==> src/rtl/hpc_consts.vh <==
// Purpose: constants for the host port and control pin block
// Assumes: plain Verilog-2005, included by bare name
// Notes: reset values of the pin-facing registers and mode encodings
// Behaviour
// - serial port is an I2C target when mode select is 1, SPI when 0.
// - data pin two-way in I2C and 3-wire SPI, input only in 4-wire SPI.
// - second pin is upper address select in I2C, serial data out in 4-wire SPI.
// - third pin is lower address select in I2C, active-low chip select in SPI.
// - host supplies serial clock on one pin, used in both modes.
// - interrupt output driven low, push-pull, whenever a status change occurred; a change is not latched while device reset is held.
// - low device reset performs full power-on reset of logic and registers.
// - clock outputs stay disabled while device reset is held.
// - outputs disabled while output enable pin is high, run while low.
`ifndef HPC_CONSTS_VH
`define HPC_CONSTS_VH
`define HPC_MODE_I2C      1'h1
`define HPC_MODE_SPI      1'h0
`define HPC_MODE_RST      1'h1
`define HPC_OE_N_RST      1'h0
`define HPC_IRQ_N_RST     1'h1
`define HPC_CLK_EN_RST    1'h0
`define HPC_SYNC_RST      2'h0
`define HPC_RST_N_RST     1'h0
`define HPC_SCLK_RST      1'h1
`define HPC_SDA_RST       1'h1
`define HPC_UPPER_RST     1'h0
`define HPC_CSN_RST       1'h1
`define HPC_LOWER_RST     1'h1
`define HPC_PULSE_RST     1'h0
`define HPC_DRIVE_RST     1'h0
`define HPC_PENDING_RST   1'h0
`define HPC_DEV_RST_RST   1'h1
`endif

==> src/rtl/hpc_sync2.v <==
// Purpose: two-flop synchroniser for one pin level
// Assumes: input is asynchronous to clk_in
// Notes: first stage read only by the second stage
module hpc_sync2 #(
    parameter RST_VAL = 1'h0
) (
    // clock and reset
    input  wire clk_in,
    input  wire rst_in,
    // level
    input  wire d_in,
    output reg  q_out
);
    reg meta;

    always @(posedge clk_in or posedge rst_in) begin
        if (rst_in) begin
            meta  <= RST_VAL;
            q_out <= RST_VAL;
        end else begin
            meta  <= d_in;
            q_out <= meta;
        end
    end
endmodule

==> src/rtl/hpc_host_pins.v <==
// Purpose: host port pin mux and control pins of a clock generator
// Assumes: sys_clk_in at 250 MHz; all pins asynchronous, two-flop synchronised
// Notes: serial protocol engines sit outside; this block routes pins to them
`include "hpc_consts.vh"
module hpc_host_pins (
    // clock and reset
    input  wire sys_clk_in,
    input  wire rst_in,
    // mode strap and control pins
    input  wire mode_select_in,
    input  wire device_reset_n_in,
    input  wire output_enable_n_in,
    // shared serial pins
    input  wire sclk_in,
    input  wire sda_in,
    input  wire sdo_upper_in,
    input  wire chip_select_n_in,
    output reg  sda_out,
    output reg  sda_oe_out,
    output reg  sdo_upper_out,
    output reg  sdo_upper_oe_out,
    // protocol engine side
    input  wire spi_four_wire_in,
    input  wire engine_sda_drive_low_in,
    input  wire engine_spi_data_in,
    input  wire engine_spi_data_oe_in,
    output reg  i2c_mode_out,
    output reg  serial_clk_out,
    output reg  serial_clk_rise_out,
    output reg  serial_data_out,
    output reg  target_address_upper_select_out,
    output reg  target_address_lower_select_out,
    output reg  chip_select_n_out,
    // status and outputs
    input  wire status_change_in,
    input  wire status_clear_in,
    output reg  status_change_irq_n_out,
    output reg  device_reset_out,
    output reg  clock_outputs_enable_out
);
    // synchronised pin levels
    wire mode_s;
    wire rst_n_s;
    wire oe_n_s;
    wire sclk_s;
    wire sda_s;
    wire upper_s;
    wire csn_s;
    // decoded roles
    wire soft_rst;
    wire i2c;
    wire spi4;
    wire spi3;
    // serial clock edge and status flag
    reg  sclk_d;
    reg  pending;
    reg  next_pending;

    hpc_sync2 #(
        .RST_VAL (`HPC_MODE_RST)
    ) u_mode (
        .clk_in (sys_clk_in),
        .rst_in (rst_in),
        .d_in   (mode_select_in),
        .q_out  (mode_s)
    );

    hpc_sync2 #(
        .RST_VAL (`HPC_RST_N_RST)
    ) u_rst (
        .clk_in (sys_clk_in),
        .rst_in (rst_in),
        .d_in   (device_reset_n_in),
        .q_out  (rst_n_s)
    );

    hpc_sync2 #(
        .RST_VAL (`HPC_OE_N_RST)
    ) u_oe (
        .clk_in (sys_clk_in),
        .rst_in (rst_in),
        .d_in   (output_enable_n_in),
        .q_out  (oe_n_s)
    );

    hpc_sync2 #(
        .RST_VAL (`HPC_SCLK_RST)
    ) u_sclk (
        .clk_in (sys_clk_in),
        .rst_in (rst_in),
        .d_in   (sclk_in),
        .q_out  (sclk_s)
    );

    hpc_sync2 #(
        .RST_VAL (`HPC_SDA_RST)
    ) u_sda (
        .clk_in (sys_clk_in),
        .rst_in (rst_in),
        .d_in   (sda_in),
        .q_out  (sda_s)
    );

    hpc_sync2 #(
        .RST_VAL (`HPC_UPPER_RST)
    ) u_upper (
        .clk_in (sys_clk_in),
        .rst_in (rst_in),
        .d_in   (sdo_upper_in),
        .q_out  (upper_s)
    );

    hpc_sync2 #(
        .RST_VAL (`HPC_CSN_RST)
    ) u_csn (
        .clk_in (sys_clk_in),
        .rst_in (rst_in),
        .d_in   (chip_select_n_in),
        .q_out  (csn_s)
    );

    assign soft_rst = ~rst_n_s;
    // mode decode
    // every pin role below reads the same synchronised mode, so roles switch on one edge
    assign i2c      = (mode_s == `HPC_MODE_I2C);
    assign spi4     = ~i2c & spi_four_wire_in;
    assign spi3     = ~i2c & ~spi_four_wire_in;

    always @(posedge sys_clk_in or posedge rst_in) begin
        if (rst_in) begin
            i2c_mode_out <= `HPC_MODE_RST;
        end else begin
            i2c_mode_out <= mode_s;
        end
    end

    always @(posedge sys_clk_in or posedge rst_in) begin
        if (rst_in) begin
            sclk_d              <= `HPC_SCLK_RST;
            serial_clk_out      <= `HPC_SCLK_RST;
            serial_clk_rise_out <= `HPC_PULSE_RST;
        end else begin
            sclk_d              <= sclk_s;
            serial_clk_out      <= sclk_s;
            serial_clk_rise_out <= sclk_s & ~sclk_d;
        end
    end

    always @(posedge sys_clk_in or posedge rst_in) begin
        if (rst_in) begin
            serial_data_out <= `HPC_SDA_RST;
            sda_out         <= `HPC_DRIVE_RST;
            sda_oe_out      <= `HPC_DRIVE_RST;
        end else begin
            serial_data_out <= sda_s;
            if (soft_rst) begin
                sda_out    <= `HPC_DRIVE_RST;
                sda_oe_out <= `HPC_DRIVE_RST;
            end else if (i2c) begin
                // only ever pulls low, the external pull-up gives the high level
                sda_out    <= 1'h0;
                sda_oe_out <= engine_sda_drive_low_in;
            end else if (spi3) begin
                sda_out    <= engine_spi_data_in;
                sda_oe_out <= engine_spi_data_oe_in;
            end else begin
                // 4-wire: the pin is an input only
                sda_out    <= 1'h0;
                sda_oe_out <= 1'h0;
            end
        end
    end

    always @(posedge sys_clk_in or posedge rst_in) begin
        if (rst_in) begin
            target_address_upper_select_out <= `HPC_UPPER_RST;
            sdo_upper_out                   <= `HPC_DRIVE_RST;
            sdo_upper_oe_out                <= `HPC_DRIVE_RST;
        end else begin
            target_address_upper_select_out <= i2c ? upper_s : 1'h0;
            sdo_upper_out                   <= spi4 ? engine_spi_data_in : 1'h0;
            // drive only while selected, so the line stays free for other targets
            sdo_upper_oe_out                <= spi4 & ~soft_rst & ~csn_s;
        end
    end

    always @(posedge sys_clk_in or posedge rst_in) begin
        if (rst_in) begin
            target_address_lower_select_out <= `HPC_LOWER_RST;
            chip_select_n_out               <= `HPC_CSN_RST;
        end else begin
            target_address_lower_select_out <= i2c ? csn_s : 1'h0;
            chip_select_n_out               <= i2c ? 1'h1 : csn_s;
        end
    end

    always @* begin
        next_pending = pending;
        if (soft_rst) begin
            next_pending = 1'h0;
        end else if (status_change_in) begin
            next_pending = 1'h1;
        end else if (status_clear_in) begin
            next_pending = 1'h0;
        end
    end

    // status change irq
    // irq follows the next flag value, so set and clear both show on the same edge as the flag
    always @(posedge sys_clk_in or posedge rst_in) begin
        if (rst_in) begin
            pending                 <= `HPC_PENDING_RST;
            status_change_irq_n_out <= `HPC_IRQ_N_RST;
        end else begin
            pending                 <= next_pending;
            status_change_irq_n_out <= ~next_pending;
        end
    end

    always @(posedge sys_clk_in or posedge rst_in) begin
        if (rst_in) begin
            device_reset_out         <= `HPC_DEV_RST_RST;
            clock_outputs_enable_out <= `HPC_CLK_EN_RST;
        end else begin
            device_reset_out         <= soft_rst;
            clock_outputs_enable_out <= ~soft_rst & ~oe_n_s;
        end
    end
endmodule

==> config.mk <==
export PLATFORM = sky130hd
export DESIGN_NAME = hpc_host_pins
export DESIGN_NICKNAME = d
export VERILOG_FILES = /design/src/rtl/hpc_sync2.v /design/src/rtl/hpc_host_pins.v
export VERILOG_INCLUDE_DIRS = /design/src /design/src/rtl
export SDC_FILE = /design/constraint.sdc
export NUM_CORES = 1
export LEC_CHECK = 0
export BUFFER_PORTS_ARGS = -buffer_cell sky130_fd_sc_hd__buf_2
export CAP_MARGIN = 20
export CORE_MARGIN = 1.5
export CORE_UTILIZATION = 50
export CTS_CLUSTER_DIAMETER = 200
export DETAILED_ROUTE_END_ITERATION = 12
export PLACE_DENSITY = 0.84
export SLEW_MARGIN = 20
export SYNTH_ARGS = -nofsm -noshare
export SYNTH_HDL_FRONTEND = slang
export SYNTH_HIERARCHICAL = 1
export SYNTH_SLANG_ARGS = --single-unit
==> constraint.sdc <==
create_clock -name sys_clk_in -period 2.25 [get_ports sys_clk_in]
set_input_delay 0.225 -clock sys_clk_in [delete_from_list [all_inputs] [get_ports sys_clk_in]]
set_output_delay 0.225 -clock sys_clk_in [all_outputs]
set_load 0.02 [all_outputs]
## After elaboration in Yosys (flattened, before gate mapping)

Cells that the tools add are included.

| operators by class | value |
|---|---|
| muxes and demuxes | 13 |
| bitwise operators | 13 |

Operator list:

| kind | number |
|---|---|
| 2-to-1 mux 1 bit | 13 |
| NOT 1 bit | 7 |
| AND 1 bit | 6 |

| storage, ports and cells | value |
|---|---|
| register bits after elaboration | 29 |
| input bits | 15 |
| output and inout bits | 14 |
| logic and storage cells | 55 |

## Longest topological paths before layout

| logic depth | value |
|---|---|
| word-level depth | 5 |
| depth in mapped cells | 2 |
| gate-level depth less buffers | 2 |

## Cells and area by module

The synthesis kept the hierarchy.

Modules (own cells, without submodules):

| module | instances | cells each | area an instance (um^2) | seq. area each (um^2) |
|---|---|---|---|---|
| hpc_host_pins | 1 | 31 | 486.7 | 384.1 |
| hpc_sync2 (u_csn ...) | 4 | 3 | 56.3 | 52.6 |
| hpc_sync2 (u_oe ...) | 3 | 3 | 53.8 | 50.0 |

## Least setup slack after synthesis

No wires, ideal clock.

| timing path | value |
|---|---|
| path kind | flip-flop to flip-flop |
| from | register u_mode.q_out |
| to | register sda_oe_out |
| library setup time | 0.077 ns |
| arrival | 0.858 ns |
| required time | 2.173 ns |
| path slack | 1.315 ns |
| cell stages (with the launch flop) | 3 |
| clock period less this slack | 0.935 ns |
| cell sequence | dfstp_2 > or3b_1 > a21oi_1 |

| between the ends | value |
|---|---|
| longest elaborated chain between the ends | 5 |

Ends and longest elaborated chain:

| item | RTL line | RTL |
|---|---|---|
| start: declaration | hpc_sync2.v:12 | `output reg q_out` |
| start signal: assignment | hpc_sync2.v:22 | `q_out <= meta;` |
| NOT 1 bit | hpc_host_pins.v:127 | `assign spi3 = ~i2c & ~spi_four_wire_in;` |
| AND 1 bit | hpc_host_pins.v:127 |  |
| 2-to-1 mux 1 bit | hpc_host_pins.v:163 | `end else if (spi3) begin` |
| 2-to-1 mux 1 bit (*) | hpc_host_pins.v:159 | `end else if (i2c) begin` |
| 2-to-1 mux 1 bit (*) | hpc_host_pins.v:156 | `if (soft_rst) begin` |
| end signal: assignment | hpc_host_pins.v:158 | `` sda_oe_out <= `HPC_DRIVE_RST; `` |
| end signal: assignment | hpc_host_pins.v:162 | `sda_oe_out <= engine_sda_drive_low_in;` |
| end signal: assignment | hpc_host_pins.v:165 | `sda_oe_out <= engine_spi_data_oe_in;` |
| end: declaration | hpc_host_pins.v:19 | `output reg sda_oe_out,` |

Mark *: on every way between the ends. The rest lies on a longest branch, timed or not.

## Worst setup path after layout

| timing path | value |
|---|---|
| from | register serial_data_out |
| to | output serial_data_out |

RTL lines:

| item | RTL line | RTL |
|---|---|---|
| start: declaration | hpc_host_pins.v:30 | `output reg serial_data_out,` |
| start signal: assignment | hpc_host_pins.v:151 | `` serial_data_out <= `HPC_SDA_RST; `` |
| start signal: assignment | hpc_host_pins.v:155 | `serial_data_out <= sda_s;` |

No word-level cell between the ends.

==> qor.log <==
INFO  global_routing largest_net_degree_at_the_start_of_global_routing=16
INFO  routing        met3_length=63um
INFO  routing        routedLengthMet1=544um
INFO  routing        routed_wire_length_per_instance=12.87um
INFO  logic_synthesis synth_nets=67
INFO  timing         max_freq=0.8210GHz
INFO  clocking       cts.path.max_buffers=2
INFO  routing        postRouteWirelength=1441um
INFO  final_layout   fin_nets=110
INFO  worst_setup_path bufs_and_invs_on_worst_path=1
INFO  worst_setup_path critPathArrivalTime=990ps
INFO  worst_setup_path timing.critical_path.depth=1
INFO  placed_design  detailed_place_hpwl=987.1um
INFO  worst_hold_path worstHoldPathType=in -> reg
INFO  die            die_area=0.002007sqmm
INFO  global_routing grt_pass1_wl=2201um
INFO  placed_design  gp_congestion=0.7214
INFO  logic_synthesis syn-cell-area=873.3squm
INFO  routing        vias=513
INFO  routing        route.antenna.remaining_nets=0
INFO  die            initial_core_utilization=0.5540
INFO  worst_hold_path hold_path_depth=2
INFO  final_layout   area.growth.synth_to_final=34.24%
INFO  logic_synthesis ys_ff_latch=29
INFO  placed_design  numPortBuffers=28
INFO  routing        remaining_drc_errors=0
INFO  die            io_pins=29
INFO  timing         finalCriticalPeriod=1218ps
INFO  clocking       clock_slew_at_reported_path_ffs=90ps
INFO  timing         finalCritPeriodShare=0.5414
INFO  logic_synthesis synth.avg_cell_area=16.79squm
INFO  timing         final_hold_viol_count=0
INFO  final_layout   final_layout_size_suffix_gt1_frac=0.5521
INFO  timing         worstMarginPinSlew=517.5ps
INFO  routing        drt_pre_antenna_iters=4
INFO  final_layout   final_common_cell=sky130_fd_sc_hd__buf_2
INFO  die            die-width=44.80um
INFO  die            fp.dieH=44.80um
INFO  timing         timing_max_transition_violations_final=0
INFO  worst_setup_path worstReg2RegEnd=sda_oe_out$_DFF_PP0_
INFO  clocking       tritoncts.num_buffers=5
INFO  die            rows=14
INFO  die            core-area=0.001577sqmm
INFO  routing        detailed_route_iter0_violations=2
INFO  worst_setup_path critical_path.slowest_cell=sky130_fd_sc_hd__dfstp_2
INFO  flow_run       timing.max_cap.violations=0
INFO  global_routing grt_pass1_vias=504
INFO  power_and_ir_drop power.density_cell_area=812.5mW/mm^2
INFO  worst_setup_path worst-endpoint-required=2030ps
INFO  worst_setup_path cp_cell_sequence=buf_2
INFO  worst_setup_path timing.critical_path.fanout_max=1
INFO  final_layout   post-route-cell-area=0.001172sqmm
INFO  final_layout   final_cell_mix=sky130_fd_sc_hd__buf_2 (28), sky130_fd_sc_hd__dfstp_2 (15), sky130_fd_sc_hd__dfrtp_1 (14)
INFO  timing         timing.hold.ws=101.0ps
INFO  worst_setup_path worst_r2r_path_depth=2
INFO  clocking       cts_root_buffer=sky130_fd_sc_hd__clkbuf_4
INFO  placed_design  pre_cts_slack=1246ps
INFO  logic_synthesis ys_warn_count=6
INFO  placed_design  postPlaceCellArea=0.001033sqmm
INFO  global_routing globalRouteOverflowTotal=0
INFO  clocking       clock_sink_count=29
INFO  timing         pnr_worst_setup_slack=1032ps
INFO  worst_setup_path worst_path_largest_cell_delay=520ps
INFO  timing         slew_headroom=0.6546
INFO  timing         grt_setup_unrepaired=false
INFO  worst_setup_path regToRegSetupSlack=1240ps
INFO  final_layout   insertedDiodeCount=0
INFO  timing         final.setup.tns=0ps
INFO  routing        route.met2.wl=784um
INFO  final_layout   finalCoreUtilization=0.7437
INFO  power_and_ir_drop static_power_due_to_leakage=0.5961nW
INFO  worst_setup_path setup.worst_path.end_class=primary output
INFO  worst_hold_path worstHoldStart=spi_four_wire_in
INFO  timing         setup_viol=0
INFO  global_routing grt_antenna_before_repair=0
INFO  worst_setup_path crit_path_start_kind=flip-flop
INFO  clocking       worst_skew_pair_later_pin_latency=310ps
INFO  timing         skew=13.19ps
INFO  worst_setup_path critical_path.reg2reg.startpoint=u_mode/q_out$_DFF_PP1_
INFO  worst_setup_path critical_setup_path_kind=reg -> out
INFO  clocking       htree_levels=2
INFO  power_and_ir_drop worst_ir_drop_vdd=0.0005121V
INFO  outcome        status=finished clean
INFO  worst_setup_path critical_path.top_delay_family=flip-flops
INFO  clocking       clock_tree_from_tritoncts=done
INFO  logic_synthesis yosysUniqueCellTypes=15
INFO  routing        dr.max_layer_used=met4
INFO  clocking       postCtsSetupRepairBufs=0
INFO  global_routing global_route_total_usage_across_every_layer=0.1752
INFO  logic_synthesis synth_seq_area_share=0.8524
INFO  worst_hold_path timing.hold.worst_endpoint=sda_out$_DFF_PP0_
INFO  logic_synthesis netlist_instances=52
INFO  routing        vias_per_cell=4.580
## Yosys cell counts
cell                      instances  area share
sky130_fd_sc_hd__a21oi_1          1      0.0057
sky130_fd_sc_hd__dfrtp_1         14        0.40
sky130_fd_sc_hd__or3b_1           1       0.010
sky130_fd_sc_hd__and3b_2          1       0.011
sky130_fd_sc_hd__inv_1            8       0.034
sky130_fd_sc_hd__and2_2           2       0.017
sky130_fd_sc_hd__or2_1            1      0.0072
sky130_fd_sc_hd__nand2_1          1      0.0043
sky130_fd_sc_hd__nor2_1           1      0.0043
sky130_fd_sc_hd__o21ai_0          1      0.0057
sky130_fd_sc_hd__o21a_1           1      0.0086
sky130_fd_sc_hd__nor4b_1          2       0.020
sky130_fd_sc_hd__dfstp_2         15        0.45
sky130_fd_sc_hd__inv_2            1      0.0043
sky130_fd_sc_hd__nor2b_1          2       0.014
## worst max-delay path by stage
stage / end / from / slack, ps
finish: serial_data_out / serial_data_out$_DFF_PP1_ / 1030
global route: device_reset_out / device_reset_out$_DFF_PP1_ / 990
CTS: serial_data_out / serial_data_out$_DFF_PP1_ / 1020
detailed placement: sda_oe_out$_DFF_PP0_ / u_mode/q_out$_DFF_PP1_ / 1250
global placement: sda_oe_out$_DFF_PP0_ / u_mode/q_out$_DFF_PP1_ / 1300
floorplan: sda_oe_out$_DFF_PP0_ / u_mode/q_out$_DFF_PP1_ / 1310
## power breakdown
| part | internal [mW] | switching [mW] | leakage, nW |
|---|---|---|---|
| registers | 0.557 | 0.00943 | 0.333 |
| logic | 0.0331 | 0.0422 | 0.230 |
| clock network | 0.154 | 0.156 | 0.0326 |
## repair_timing
| action | 4_1_cts | 5_1_grt |
|---|---|---|
| endpoints found under the hold margin | 18 | 3 |
| hold buffers | 5 | 3 |
| resized for setup | 0 | 0 |
## cell families after synthesis
group / count (synthesis) / synth area share
AO/OA/AOI/OAI: 3 / 0.02005
buffers and inverters: 9 / 0.03868
flip-flops: 29 / 0.8524
AND/OR/NAND/NOR: 11 / 0.08882
## metal layers
metal  vias to the layer above  GRT usage
li1                        243          -
met1                       243     0.1841
met2                        21     0.2754
met3                         6    0.07200
met4                         0     0.1412
met5                         -          0
## final cells by class
cell class / instances / area [sq um]
multi-input combinational: 14 / 95.09
tap: 16 / 20.02
sequential: 29 / 744.5
inverter: 9 / 33.78
clock buffer: 8 / 58.81
fill: 98 / 404.1
timing repair buffer: 36 / 220.2
## metrics by stage
| step | power [mW] | cells |
|---|---|---|
| 5_1_grt | 1.002 | 112 |
| 2_1_floorplan | 0.6090 | 52 |
| 4_1_cts | 0.9574 | 109 |
| 6_report | 0.9525 | 112 |
| 3_5_place_dp | 0.6413 | 96 |
| 3_3_place_gp | 0.6362 | 96 |
Power figures use the tool's default switching activity.
